==> config.mk <==
export PLATFORM = sky130hd
export DESIGN_NAME = sped_core
export DESIGN_NICKNAME = d
export VERILOG_FILES = /design/src/hdl/sped_pkg.sv /design/src/hdl/sped_core.sv
export SDC_FILE = /design/constraint.sdc
export NUM_CORES = 1
export LEC_CHECK = 0
export BUFFER_PORTS_ARGS = -buffer_cell sky130_fd_sc_hd__clkbuf_2
export CORE_AREA = 2 2 104 146
export CTS_CLUSTER_SIZE = 10
export DETAILED_ROUTE_END_ITERATION = 16
export DIE_AREA = 0 0 106 148
export PLACE_DENSITY = 0.57
export SYNTH_ARGS = -nofsm -noshare
export SYNTH_HDL_FRONTEND = slang
export SYNTH_SLANG_ARGS = --single-unit
==> constraint.sdc <==
create_clock -name clk_i -period 3.8 [get_ports clk_i]
set_input_delay 0.57 -clock clk_i [delete_from_list [all_inputs] [get_ports clk_i]]
set_output_delay 0.57 -clock clk_i [all_outputs]
set_load 0.005 [all_outputs]
==> src/hdl/sped_pkg.sv <==
package sped_pkg;
  localparam int unsigned SPED_ADDR_W = 4;
  localparam int unsigned SPED_DATA_W = 32;
  localparam int unsigned SPED_WORD_W = 8;
  localparam int unsigned SPED_CNT_W  = 4;

  // Register offsets
  localparam logic [SPED_ADDR_W-1:0] SPED_CTRL_OFS = 4'h0;
  localparam logic [SPED_ADDR_W-1:0] SPED_RXD_OFS  = 4'h4;
  localparam logic [SPED_ADDR_W-1:0] SPED_TXD_OFS  = 4'h8;

  // serial_port_control_reg fields
  localparam int unsigned SPED_RX_RST_N  = 0;
  localparam int unsigned SPED_RX_FIG    = 1;
  localparam int unsigned SPED_RX_IRQM   = 2;
  localparam int unsigned SPED_RX_DLY    = 4;
  localparam int unsigned SPED_RX_RDY    = 6;
  localparam int unsigned SPED_RX_OVR    = 7;
  localparam int unsigned SPED_RX_FSE    = 8;
  localparam int unsigned SPED_TX_RST_N  = 16;
  localparam int unsigned SPED_TX_FIG    = 17;
  localparam int unsigned SPED_TX_IRQM   = 18;
  localparam int unsigned SPED_TX_DLY    = 20;
  localparam int unsigned SPED_TX_RDY    = 22;
  localparam int unsigned SPED_TX_EMPTYN = 23;
  localparam int unsigned SPED_TX_FSE    = 24;
  localparam int unsigned SPED_TX_GEN    = 25;

  localparam logic [SPED_DATA_W-1:0] SPED_CFG_WMASK = 32'h023f_003f;
  localparam logic [SPED_DATA_W-1:0] SPED_CFG_RESET = 32'h0000_0000;

  localparam logic [1:0] SPED_IRQM_SYNCERR = 2'h3;

  // Synchronised pin vector layout
  localparam int unsigned SPED_PIN_W    = 5;
  localparam int unsigned SPED_PIN_RCLK = 0;
  localparam int unsigned SPED_PIN_RFS  = 1;
  localparam int unsigned SPED_PIN_RDIN = 2;
  localparam int unsigned SPED_PIN_TCLK = 3;
  localparam int unsigned SPED_PIN_TFS  = 4;
endpackage : sped_pkg

==> src/hdl/sped_core.sv <==
// Decided for this implementation: the address map and strobed register access.
`timescale 1ns/1ps
module sped_core
  import sped_pkg::*;
(
  input  wire logic                               clk_i,           // System clock
  input  wire logic                               sys_rst_i,       // Sync reset, active high
  input  wire logic [sped_pkg::SPED_ADDR_W-1:0]   reg_addr_i,      // Register address
  input  wire logic [sped_pkg::SPED_DATA_W-1:0]   reg_wdata_i,     // Write data
  input  wire logic                               reg_wr_i,        // Write strobe
  input  wire logic                               reg_rd_i,        // Read strobe
  output logic      [sped_pkg::SPED_DATA_W-1:0]   reg_rdata_o,     // Read data, next cycle
  input  wire logic                               rx_bit_clock_i,  // Receive bit clock pin
  input  wire logic                               rx_frame_sync_i, // Receive frame sync pin
  input  wire logic                               serial_in_i,     // Serial data in
  input  wire logic                               tx_bit_clock_i,  // Transmit bit clock pin
  input  wire logic                               tx_frame_sync_i, // Transmit frame sync pin
  output logic                                    serial_out_o,    // Serial data out
  output logic                                    rx_irq_o,        // Receive interrupt
  output logic                                    tx_irq_o,        // Transmit interrupt
  output logic                                    rx_dma_event_o,  // Receive data ready event
  output logic                                    tx_dma_event_o   // Transmit data wanted event
);
  import sped_pkg::*;

  localparam logic [SPED_CNT_W-1:0] CNT_WORD = SPED_CNT_W'(SPED_WORD_W);
  localparam logic [SPED_CNT_W-1:0] CNT_ONE  = 4'h1;
  localparam logic [SPED_CNT_W-1:0] CNT_ZERO = 4'h0;

  // Bits still owed to the current element exceed the data delay
  function automatic logic sped_late(input logic [SPED_CNT_W-1:0] d, input logic [SPED_CNT_W-1:0] b,
                                     input logic [1:0] dly);
    logic [SPED_CNT_W:0] rem;
    rem = {1'b0, d} + {1'b0, b};
    return rem > (SPED_CNT_W + 1)'(dly);
  endfunction : sped_late

  // Two-stage synchronisers plus one history stage for edge finding
  logic [SPED_PIN_W-1:0]  pin_s1_reg;
  logic [SPED_PIN_W-1:0]  pin_s2_reg;
  logic [SPED_PIN_W-1:0]  pin_s3_reg;
  logic [SPED_DATA_W-1:0] cfg_reg;
  logic [SPED_WORD_W-1:0] rx_shift_reg;
  logic [SPED_WORD_W-1:0] rx_buffer_reg;
  logic [SPED_WORD_W-1:0] rx_data_reg;
  logic                   rx_buf_full_reg;
  logic                   rx_ready_reg;
  logic                   rx_ovr_reg;
  logic                   rx_fse_reg;
  logic                   rx_fs_last_reg;
  logic [SPED_CNT_W-1:0]  rx_dcnt_reg;
  logic [SPED_CNT_W-1:0]  rx_bcnt_reg;
  logic [SPED_WORD_W-1:0] tx_data_reg;
  logic [SPED_WORD_W-1:0] tx_shift_reg;
  logic                   tx_ready_reg;
  logic                   tx_empty_n_reg;
  logic                   tx_fse_reg;
  logic                   tx_fs_last_reg;
  logic [SPED_CNT_W-1:0]  tx_dcnt_reg;
  logic [SPED_CNT_W-1:0]  tx_bcnt_reg;
  logic [SPED_DATA_W-1:0] ctrl_word;

  // Register decode
  wire wr_ctrl = reg_wr_i && (reg_addr_i == SPED_CTRL_OFS);
  wire wr_txd  = reg_wr_i && (reg_addr_i == SPED_TXD_OFS);
  wire rd_rxd  = reg_rd_i && (reg_addr_i == SPED_RXD_OFS);

  wire       rx_run  = cfg_reg[SPED_RX_RST_N];
  wire       rx_fig  = cfg_reg[SPED_RX_FIG];
  wire [1:0] rx_irqm = cfg_reg[SPED_RX_IRQM +: 2];
  wire [1:0] rx_dly  = cfg_reg[SPED_RX_DLY +: 2];
  wire       tx_run  = cfg_reg[SPED_TX_RST_N];
  wire       tx_fig  = cfg_reg[SPED_TX_FIG];
  wire [1:0] tx_irqm = cfg_reg[SPED_TX_IRQM +: 2];
  wire [1:0] tx_dly  = cfg_reg[SPED_TX_DLY +: 2];
  wire       tx_gen  = cfg_reg[SPED_TX_GEN];

  // Receive path: data sampled on falling bit clock edge
  wire rx_edge    = pin_s3_reg[SPED_PIN_RCLK] && !pin_s2_reg[SPED_PIN_RCLK];
  wire rx_fs_new  = rx_edge && pin_s2_reg[SPED_PIN_RFS] && !rx_fs_last_reg;
  wire rx_unexp   = sped_late(rx_dcnt_reg, rx_bcnt_reg, rx_dly);
  wire rx_start   = rx_fs_new && !(rx_unexp && rx_fig);
  wire rx_fse_evt = rx_run && rx_fs_new && rx_unexp && !rx_fig;
  wire [SPED_CNT_W-1:0] rx_d0 = rx_start ? SPED_CNT_W'(rx_dly) : rx_dcnt_reg;
  wire [SPED_CNT_W-1:0] rx_b0 = rx_start ? CNT_WORD : rx_bcnt_reg;
  wire rx_bit_now = rx_edge && (rx_d0 == CNT_ZERO) && (rx_b0 != CNT_ZERO);
  wire rx_done    = rx_run && rx_bit_now && (rx_b0 == CNT_ONE);
  wire [SPED_WORD_W-1:0] rx_word = {rx_shift_reg[SPED_WORD_W-2:0], pin_s2_reg[SPED_PIN_RDIN]};
  wire rx_copy    = rx_buf_full_reg && !rx_ready_reg;
  wire rx_to_buf  = rx_done && (!rx_buf_full_reg || rx_copy);
  wire rx_ovr_evt = rx_done && rx_buf_full_reg && rx_ready_reg;
  wire rx_resume  = rd_rxd && rx_ovr_reg && !rx_ovr_evt;

  // Transmit path: data launched on rising bit clock edge
  wire tx_edge    = !pin_s3_reg[SPED_PIN_TCLK] && pin_s2_reg[SPED_PIN_TCLK];
  wire tx_busy    = (tx_dcnt_reg != CNT_ZERO) || (tx_bcnt_reg != CNT_ZERO);
  wire tx_ext_fs  = pin_s2_reg[SPED_PIN_TFS] && !tx_fs_last_reg;
  wire tx_fs_src  = tx_gen ? (!tx_ready_reg && !tx_busy) : tx_ext_fs;
  wire tx_fs_new  = tx_run && tx_edge && tx_fs_src;
  wire tx_unexp   = sped_late(tx_dcnt_reg, tx_bcnt_reg, tx_dly);
  wire tx_fresh   = tx_fs_new && !tx_unexp;
  wire tx_restart = tx_fs_new && tx_unexp && !tx_fig;
  wire tx_copy    = tx_fresh && !tx_ready_reg;
  wire [SPED_CNT_W-1:0] tx_d0 = (tx_fresh || tx_restart) ? SPED_CNT_W'(tx_dly) : tx_dcnt_reg;
  wire [SPED_CNT_W-1:0] tx_b0 = (tx_fresh || tx_restart) ? CNT_WORD : tx_bcnt_reg;
  wire [SPED_WORD_W-1:0] tx_src = tx_fresh ? tx_data_reg : tx_shift_reg;
  wire tx_bit_now = tx_edge && (tx_d0 == CNT_ZERO) && (tx_b0 != CNT_ZERO);
  wire [2:0] tx_sel = 3'(tx_b0 - CNT_ONE);
  wire tx_last    = tx_run && tx_bit_now && (tx_b0 == CNT_ONE);

  // Status word assembly
  always_comb begin
    ctrl_word = cfg_reg;
    ctrl_word[SPED_RX_RDY] = rx_ready_reg;
    ctrl_word[SPED_RX_OVR] = rx_ovr_reg;
    ctrl_word[SPED_RX_FSE] = rx_fse_reg;
    ctrl_word[SPED_TX_RDY] = tx_ready_reg;
    ctrl_word[SPED_TX_EMPTYN] = tx_empty_n_reg;
    ctrl_word[SPED_TX_FSE] = tx_fse_reg;
  end

  assign rx_irq_o       = (rx_irqm == SPED_IRQM_SYNCERR) ? rx_fse_reg : rx_ready_reg;
  assign tx_irq_o       = (tx_irqm == SPED_IRQM_SYNCERR) ? tx_fse_reg : tx_ready_reg;
  assign rx_dma_event_o = rx_ready_reg;
  assign tx_dma_event_o = tx_run && tx_ready_reg;

  always_ff @(posedge clk_i) begin
    if (sys_rst_i) begin
      pin_s1_reg <= '0;
      pin_s2_reg <= '0;
      pin_s3_reg <= '0;
    end else begin
      pin_s1_reg <= {tx_frame_sync_i, tx_bit_clock_i, serial_in_i, rx_frame_sync_i, rx_bit_clock_i};
      pin_s2_reg <= pin_s1_reg;
      pin_s3_reg <= pin_s2_reg;
    end
  end

  // Register port
  always_ff @(posedge clk_i) begin
    if (sys_rst_i) begin
      cfg_reg     <= SPED_CFG_RESET;
      reg_rdata_o <= '0;
    end else begin
      if (wr_ctrl)
        cfg_reg <= reg_wdata_i & SPED_CFG_WMASK;
      if (!reg_rd_i)
        reg_rdata_o <= '0;
      else if (reg_addr_i == SPED_CTRL_OFS)
        reg_rdata_o <= ctrl_word;
      else if (reg_addr_i == SPED_RXD_OFS)
        reg_rdata_o <= SPED_DATA_W'(rx_data_reg);
      else if (reg_addr_i == SPED_TXD_OFS)
        reg_rdata_o <= SPED_DATA_W'(tx_data_reg);
      else
        reg_rdata_o <= '0;
    end
  end

  // Receive element framing
  always_ff @(posedge clk_i) begin
    if (sys_rst_i || !rx_run || rx_resume) begin
      rx_dcnt_reg    <= CNT_ZERO;
      rx_bcnt_reg    <= CNT_ZERO;
      rx_fs_last_reg <= 1'b0;
    end else if (rx_edge) begin
      rx_fs_last_reg <= pin_s2_reg[SPED_PIN_RFS];
      if (rx_d0 != CNT_ZERO) begin
        rx_dcnt_reg <= rx_d0 - CNT_ONE;
        rx_bcnt_reg <= rx_b0;
      end else begin
        rx_dcnt_reg <= CNT_ZERO;
        rx_bcnt_reg <= (rx_b0 != CNT_ZERO) ? rx_b0 - CNT_ONE : CNT_ZERO;
      end
    end
  end

  // Receive data and flags
  always_ff @(posedge clk_i) begin
    if (sys_rst_i) begin
      rx_shift_reg    <= '0;
      rx_buffer_reg   <= '0;
      rx_data_reg     <= '0;
      rx_buf_full_reg <= 1'b0;
      rx_ready_reg    <= 1'b0;
      rx_ovr_reg      <= 1'b0;
      rx_fse_reg      <= 1'b0;
    end else if (!rx_run) begin
      rx_buf_full_reg <= 1'b0;
      rx_ready_reg    <= 1'b0;
      rx_ovr_reg      <= 1'b0;
      rx_fse_reg      <= 1'b0;
    end else begin
      if (rx_bit_now)
        rx_shift_reg <= rx_word;
      if (rx_to_buf)
        rx_buffer_reg <= rx_word;
      if (rx_copy)
        rx_data_reg <= rx_buffer_reg;
      if (rx_to_buf)
        rx_buf_full_reg <= 1'b1;
      else if (rx_copy)
        rx_buf_full_reg <= 1'b0;
      if (rx_copy)
        rx_ready_reg <= 1'b1;
      else if (rd_rxd)
        rx_ready_reg <= 1'b0;
      if (rx_ovr_evt)
        rx_ovr_reg <= 1'b1;
      else if (rd_rxd)
        rx_ovr_reg <= 1'b0;
      if (rx_fse_evt)
        rx_fse_reg <= 1'b1;
      else if (wr_ctrl)
        rx_fse_reg <= reg_wdata_i[SPED_RX_FSE];
    end
  end

  // Transmit element framing and output
  always_ff @(posedge clk_i) begin
    if (sys_rst_i || !tx_run) begin
      tx_dcnt_reg    <= CNT_ZERO;
      tx_bcnt_reg    <= CNT_ZERO;
      tx_fs_last_reg <= 1'b0;
      serial_out_o   <= 1'b0;
    end else if (tx_edge) begin
      tx_fs_last_reg <= pin_s2_reg[SPED_PIN_TFS];
      serial_out_o   <= tx_bit_now ? tx_src[tx_sel] : 1'b0;
      if (tx_d0 != CNT_ZERO) begin
        tx_dcnt_reg <= tx_d0 - CNT_ONE;
        tx_bcnt_reg <= tx_b0;
      end else begin
        tx_dcnt_reg <= CNT_ZERO;
        tx_bcnt_reg <= (tx_b0 != CNT_ZERO) ? tx_b0 - CNT_ONE : CNT_ZERO;
      end
    end
  end

  // Transmit data and flags
  always_ff @(posedge clk_i) begin
    if (sys_rst_i) begin
      tx_data_reg    <= '0;
      tx_shift_reg   <= '0;
      tx_ready_reg   <= 1'b1;
      tx_empty_n_reg <= 1'b0;
      tx_fse_reg     <= 1'b0;
    end else begin
      if (wr_txd)
        tx_data_reg <= reg_wdata_i[SPED_WORD_W-1:0];
      else if (!tx_run)
        tx_data_reg <= '0;
      if (tx_fresh)
        tx_shift_reg <= tx_data_reg;
      if (wr_txd)
        tx_ready_reg <= 1'b0;
      else if (!tx_run || tx_copy)
        tx_ready_reg <= 1'b1;
      if (!tx_run)
        tx_empty_n_reg <= 1'b0;
      else if (tx_copy)
        tx_empty_n_reg <= 1'b1;
      else if (tx_last && tx_ready_reg)
        tx_empty_n_reg <= 1'b0;
      if (!tx_run)
        tx_fse_reg <= 1'b0;
      else if (tx_restart)
        tx_fse_reg <= 1'b1;
      else if (wr_ctrl)
        tx_fse_reg <= reg_wdata_i[SPED_TX_FSE];
    end
  end

  a_ovr_cause: assert property (@(posedge clk_i) disable iff (sys_rst_i)
    $rose(rx_ovr_reg) |-> $past(rx_ready_reg) && $past(rx_buf_full_reg) && $past(rx_done))
    else $error("overrun set without full pipeline");

  a_copy_held: assert property (@(posedge clk_i) disable iff (sys_rst_i)
    rx_ready_reg && !rd_rxd && rx_run |=> $stable(rx_data_reg))
    else $error("data register changed while unread");

  a_ovr_read_clr: assert property (@(posedge clk_i) disable iff (sys_rst_i)
    rd_rxd && !rx_ovr_evt || !rx_run |=> !rx_ovr_reg)
    else $error("overrun not cleared by read or reset");

  a_rx_ign_quiet: assert property (@(posedge clk_i) disable iff (sys_rst_i)
    rx_fig && !wr_ctrl && rx_run && !rx_fse_reg |=> !rx_fse_reg)
    else $error("receive sync error set while ignoring");

  a_rx_fse_rst: assert property (@(posedge clk_i) disable iff (sys_rst_i)
    !rx_run |=> !rx_fse_reg ##1 (!rx_fse_reg || $past(rx_run)))
    else $error("receive sync error survived reset");

  a_rx_irq_route: assert property (@(posedge clk_i) disable iff (sys_rst_i)
    rx_irqm == SPED_IRQM_SYNCERR |-> rx_irq_o == rx_fse_reg)
    else $error("receive interrupt not routed from sync error");

  a_tx_overwrite: assert property (@(posedge clk_i) disable iff (sys_rst_i)
    wr_txd |=> !tx_ready_reg && tx_data_reg == $past(reg_wdata_i[SPED_WORD_W-1:0]))
    else $error("transmit write not stored");

  a_tx_empty_rst: assert property (@(posedge clk_i) disable iff (sys_rst_i)
    !tx_run |=> !tx_empty_n_reg && tx_ready_reg || $past(wr_txd))
    else $error("transmit reset state wrong");

  a_tx_gen_quiet: assert property (@(posedge clk_i) disable iff (sys_rst_i)
    tx_gen && tx_run && tx_ready_reg && !tx_busy && !wr_txd |=> !tx_busy)
    else $error("frame generated without new data");

  a_tx_fse_set: assert property (@(posedge clk_i) disable iff (sys_rst_i)
    tx_restart |=> tx_fse_reg && (tx_bcnt_reg != CNT_ZERO || tx_dcnt_reg != CNT_ZERO))
    else $error("transmit sync error not flagged");

  a_rx_shift_in: assert property (@(posedge clk_i) disable iff (sys_rst_i)
    rx_bit_now && rx_run |=> rx_shift_reg[0] == $past(pin_s2_reg[SPED_PIN_RDIN]))
    else $error("receive bit not shifted in");

  a_ovr_late: assert property (@(posedge clk_i) disable iff (sys_rst_i)
    !(rx_buf_full_reg && rx_ready_reg) |=> !$rose(rx_ovr_reg))
    else $error("overrun set before pipeline filled");

  a_rx_fse_set: assert property (@(posedge clk_i) disable iff (sys_rst_i)
    rx_fse_evt |=> rx_fse_reg)
    else $error("receive sync error not flagged");

  a_rx_sync_abort: assert property (@(posedge clk_i) disable iff (sys_rst_i)
    rx_fse_evt && !rx_resume && rx_dly != '0 |=> rx_bcnt_reg == CNT_WORD)
    else $error("receive element not restarted");

  a_rx_first_ok: assert property (@(posedge clk_i) disable iff (sys_rst_i)
    rx_fs_new && rx_dcnt_reg == CNT_ZERO && rx_bcnt_reg == CNT_ZERO && !wr_ctrl |=> !$rose(rx_fse_reg))
    else $error("idle receive sync flagged as error");

  a_tx_resend: assert property (@(posedge clk_i) disable iff (sys_rst_i)
    tx_fresh && tx_ready_reg |=> tx_shift_reg == $past(tx_data_reg))
    else $error("stale transmit data not resent");

  a_tx_empty_clr: assert property (@(posedge clk_i) disable iff (sys_rst_i)
    tx_copy |=> tx_empty_n_reg)
    else $error("transmit empty not cleared on copy");

  a_tx_ign_quiet: assert property (@(posedge clk_i) disable iff (sys_rst_i)
    tx_fig && !wr_ctrl && tx_run && !tx_fse_reg |=> !tx_fse_reg)
    else $error("transmit sync error set while ignoring");

  a_tx_first_ok: assert property (@(posedge clk_i) disable iff (sys_rst_i)
    tx_fs_new && !tx_busy && !wr_ctrl |=> !$rose(tx_fse_reg))
    else $error("idle transmit sync flagged as error");

  a_tx_reset_data: assert property (@(posedge clk_i) disable iff (sys_rst_i)
    !tx_run && !wr_txd |=> tx_data_reg == '0)
    else $error("transmit data not zeroed in reset");

  a_tx_irq_route: assert property (@(posedge clk_i) disable iff (sys_rst_i)
    tx_irqm == SPED_IRQM_SYNCERR |-> tx_irq_o == tx_fse_reg)
    else $error("transmit interrupt not routed from sync error");
endmodule : sped_core

Word level (Yosys, flattened, before mapping)
Cells that the tools add are included.
{ "totals": {"inputBits": 45, "output_inout_bits": 37, "elab_cells": 160, "ff_bits": 124} }
{ "op_classes": {"n_lt_le_gt_ge": 3, "n_addsub": 6, "n_reduce_logical": 81, "n_eq_ne": 7, "muxes": 35, "n_bitwise": 3} }
{ "ops": {"columns": ["operator", "count"], "rows": [
  ["two-way mux 4 bit", 10],
  ["two-way mux 8 bit", 5],
  ["logical AND 1 bit", 36],
  ["two-way mux 26 bit", 1],
  ["nonzero test 4 bit", 6],
  ["two-way mux 1 bit", 18],
  ["subtractor 4 x 1 -> 4 bit, second input constant", 4],
  ["zero test 1 bit", 15],
  ["nonzero test 2 bit", 7],
  ["zero test 4 bit", 3],
  ["adder 4 x 4 -> 5 bit", 2],
  ["> comparator 5 x 2 -> 1 bit", 2],
  ["== test 4 x 1 -> 1 bit, second input constant", 2],
  ["logical OR 1 bit", 7],
  ["AND reduction 2 bit", 3],
  ["OR reduction 2 bit", 3],
  ["== test 2 bit, second input constant", 2],
  ["== test 4 x 3 -> 1 bit, second input constant", 1],
  ["== test 4 bit, second input constant", 1],
  ["less-than comparator 3 x 4 -> 1 bit, second input constant", 1],
  ["OR reduction 4 bit", 1],
  ["binary-select mux 1 bit (select 3 bit)", 1],
  ["NOT 1 bit", 3],
  ["inequality test 2 x 1 -> 1 bit, second input constant", 1]
]} }

Depth between registers and ports, before layout
{ "logic_depth": {"ltp_word": 18, "depth_mapped": 16, "ltp_nobuf": 14} }

Worst setup path before layout
OpenSTA, ideal clock, no wires.
{ "synth_timing": {"path_type": "register -> register", "startpoint": "reg tx_dcnt_reg[0]", "endpoint": "reg serial_out_o", "t_required_ns": 3.674, "path_buffers": 2, "slack_ns": 0.142, "stages_incl_launch_ff": 15, "period_less_slack_ns": 3.658, "arrival_ns": 3.532, "setup_ns": 0.126, "cell_sequence": "dfxtp_1 > ha_1 > fa_1 > ha_1 > nor2b_1 > o21ai_0 > a31oi_1 > or2_1 > buf_2 > nand2_1 > ha_1 > clkbuf_1 > mux4_2 > o2111ai_1 > a32oi_1"} }
{ "synth_via": {"elab_chain_len": 14, "word_cells_on_any_way": 24, "cone_classes": "add/sub (2); order compare (1); mux (7); reduce/logical (14)"} }
{ "synth_rtl": {"columns": ["item", "line_no", "source"], "rows": [
  ["from (decl)", "sped_core.sv:59", "logic [SPED_CNT_W-1:0] tx_dcnt_reg;"],
  ["from (signal assigned)", "sped_core.sv:230", "tx_dcnt_reg <= tx_d0 - CNT_ONE;"],
  ["branches (longest 13 deep; another with adder 4 x 4 -> 5 bit)", null, null],
  ["two-way mux 1 bit *", "sped_core.sv:228", "serial_out_o <= tx_bit_now ? tx_src[tx_sel] : 1'b0;"],
  ["to (signal assigned)", "sped_core.sv:228", null],
  ["to (decl)", "sped_core.sv:18", "output logic serial_out_o,"]
]} }
Mark *: on every way between the ends. The select of a mux whose other input is x is not followed.
A chain may end at the register's enable or synchronous reset.

Worst setup path after layout
Same ends and word-level chain as after synthesis.

==> impl_results.md <==
- Flop-to-flop setup slack: 280 ps
- Hold Path Sink: pin_s1_reg[2]$_SDFF_PP0_
- Total power: 2210 uW
- Reg2reg end: serial_out_o$_SDFFE_PP0P_
- Synth unique cells: 66
- Clock Latency Late Sink: 350 ps
- Critical Path End Type: flop
- Hold Path Class: primary input to flop
- Leakage: 0.00232 uW
- GP Congestion: 0.922
- CP max stage cell: mux4_2
- Worst r2r src: tx_dcnt_reg[0]$_SDFFE_PP0P_
- Clk slew on worst S/H paths: 80 ps
- Crit-path cells: ha_1 -> fa_1 -> ha_1 -> nor2b_1 -> o21ai_0 -> a31oi_1 -> or2_1 -> nand2_1 -> ha_1 -> mux4_2 -> o2111ai_1 -> a32oi_1
- CTS resizes: 0
- Met1 usage: 0.172
- Core area: 0.0144 mm^2
- Fmax: 284 MHz
- Gr ovfl total: 0
- Initial drt markers: 187
- Die area: 0.0157 mm^2
- Asr flop ratio synth: 0
- RSZ-0062 raised after global routing: no
- Largest register FFs: 19
- Worst Setup Path Type: flop to flop
- Commonest cells after routing, fill and taps aside: dfxtp_1 (109), nand2_1 (67), nor2_1 (57)
- CTS Hold Bufs: 0
- CTS sink count: 109
- Vias in the first global route: 3820
- Post-layout util: 0.395
- # IOs: 82
- Place WS: 295 ps
- Fraction of layout cells with a size suffix above 1: 0.164
- Setup WS post-layout: 284 ps
- Net count, final: 673
- Worst path required time: 4030 ps
- Pins over their slew limit: 0
- Die width: 106 um
- Syn_area_per_cell: 8.74 um^2
- Pin count of the biggest net entering global routing: 70
- Final setup vio count: 0
- Initial Util: 0.345
- Remaining antenna violation count: 0
- CTS tree: built
- Synth Instances: 568
- Routed len/inst: 14.5 um
- DRT Wirelength: 11700 um
- Least-Margin Pin Slew: 686 ps
- Initial antenna violation count: 0
- Area delta synth->final: 14.5%
- Post-Route Setup TNS: 0 ps
- Critical Path AT: 3750 ps
- H-tree Lvls: 3
- Number of buffers and inverters on the critical path: 0
- Worst Hold Path Cells: 2
- Max_slew headroom: 0.542
- Die Ht: 148 um
- Number of flops mapped to enable cells by yosys: 0
- Top FF cell, synth: dfxtp_1
- YS warnings: 0
- Flop and latch count out of synthesis: 109
- Hold Startpoint: serial_in_i
- CP Max Fanout: 7
- GR peak layer: met2
- Detail Placement HPWL: 8810 um
- Global Route met2 Usage: 0.273
- Outcome: finished, final reports clean
- Sequential element share of the synthesized area: 0.440
- Max Cap Violations: 0
- Crit-path leading delay family: adder cells
- Drt drc: 0
- Clk_skew: 8.68 ps
- Final hold vios: 0
- Routed vias: 4023
- Clock Tree Buf Depth: 2
- Final Cycle Share: 0.925
- Cell mode on critical path: ha_1
- First-pass detailed-route iteration total: 4
- Worst VDD drop: 186 uV
- Port bufs: 53
- M3 GR Usage: 0.0282
- Global Route Usage Sum: 0.152
- First-pass GRT wire length: 19000 um
- Cell Area, Synth: 0.00496 mm^2
- Power Density: 389 mW/mm^2
- Std cell rows: 52
- Via/cell ratio: 4.99
- Ant diodes: 0
- Commonest non-fill, non-tap cell in the layout: dfxtp_1
- Root Buffer: clkbuf_16
- Fill cell count: 1452
- CP max stage delay: 540 ps
- Clock buffer count from CTS: 9
- Post-CTS setup buffers: 0
- Final min period: 3520 ps
- R2R depth: 12
- CP Launch Type: flop
==> power by group <==
part / switching (uW) / internal, uW / leakage, uW / total, uW
registers: 5.35 / 1150 / 0.000880 / 1160
clock network: 453 / 527 / 0.000150 / 980
logic: 46.5 / 26.9 / 0.00128 / 73.4
==> synthesized netlist by cell type (2+ instances only) <==
cell type  number  share of area
dfxtp_1       109           0.44
nand2_1        67          0.051
nor2_1         57          0.043
a21oi_1        53          0.053
mux2i_1        31          0.063
clkbuf_1       26          0.020
nor2b_1        20          0.025
o21ai_0        19          0.019
nand3_1        18          0.018
nor3_1         18          0.018
inv_1          16          0.012
ha_1           14          0.035
and2_1         13          0.016
buf_4          13          0.020
nand2b_1       10          0.013
a211oi_1        4         0.0061
and3_1          4         0.0050
nor3b_1         4         0.0061
nor4_1          4         0.0050
or3_1           4         0.0050
buf_2           3         0.0030
mux4_2          3          0.014
nand3b_1        3         0.0045
or2_2           3         0.0038
a2111oi_0       2         0.0035
a311oi_1        2         0.0035
a31o_1          2         0.0035
a31oi_1         2         0.0025
fa_1            2         0.0081
mux2_2          2         0.0045
nor2_2          2         0.0025
o2111ai_1       2         0.0035
o21a_1          2         0.0030
or4_1           2         0.0030
==> worst max-delay path by stage <==
stage	slack, ps	startpoint	cells after the start	to
after floorplan	140	tx_dcnt_reg[0]$_SDFFE_PP0P_	14	serial_out_o$_SDFFE_PP0P_
final	280	tx_dcnt_reg[0]$_SDFFE_PP0P_	12	serial_out_o$_SDFFE_PP0P_
after detailed placement	290	tx_dcnt_reg[0]$_SDFFE_PP0P_	12	serial_out_o$_SDFFE_PP0P_
after global placement	330	tx_dcnt_reg[0]$_SDFFE_PP0P_	12	serial_out_o$_SDFFE_PP0P_
after global routing	10	tx_dcnt_reg[0]$_SDFFE_PP0P_	12	serial_out_o$_SDFFE_PP0P_
after CTS	250	tx_dcnt_reg[0]$_SDFFE_PP0P_	12	serial_out_o$_SDFFE_PP0P_
==> routing by layer <==
| layer | part of all wire | vias to the layer above | wire, um |
|---|---|---|---|
| met5 | 0 | - | 0 |
| met4 | 0.025 | 0 | 293 |
| met3 | 0.040 | 19 | 469 |
| met2 | 0.52 | 91 | 6120 |
| met1 | 0.41 | 1892 | 4830 |
| li1 | - | 2021 | - |
==> per-stage QoR <==
stage	cells	instance area [um^2]	hold WS (ps)
finish	806	5680	434
global route	806	5680	442
CTS	806	5680	425
detailed placement	790	5370	423
global placement	790	5370	421
floorplan	580	5010	414
==> kinds of logic after synthesis <==
family | synth area share
AND/OR/NAND/NOR | 0.240
flip-flops | 0.440
AO/OA/AOI/OAI | 0.136
buffers and inverters | 0.0575
multiplexers | 0.0807
adder cells (fa/ha/maj) | 0.0434
other | 0.000756
XOR/XNOR | 0.00176
==> cell type report <==
cell class / instances / area (um^2) / share of cell area
inverter: 17 / 63.8 / 0.0112
sequential: 109 / 2180 / 0.384
clock buffer: 9 / 225 / 0.0396
timing repair buffer: 64 / 348 / 0.0612
tap: 189 / 236 / 0.0416
multi-input combinational: 411 / 2540 / 0.447
clock inverter: 7 / 86.3 / 0.0152
Power figures use the tool's default switching activity.
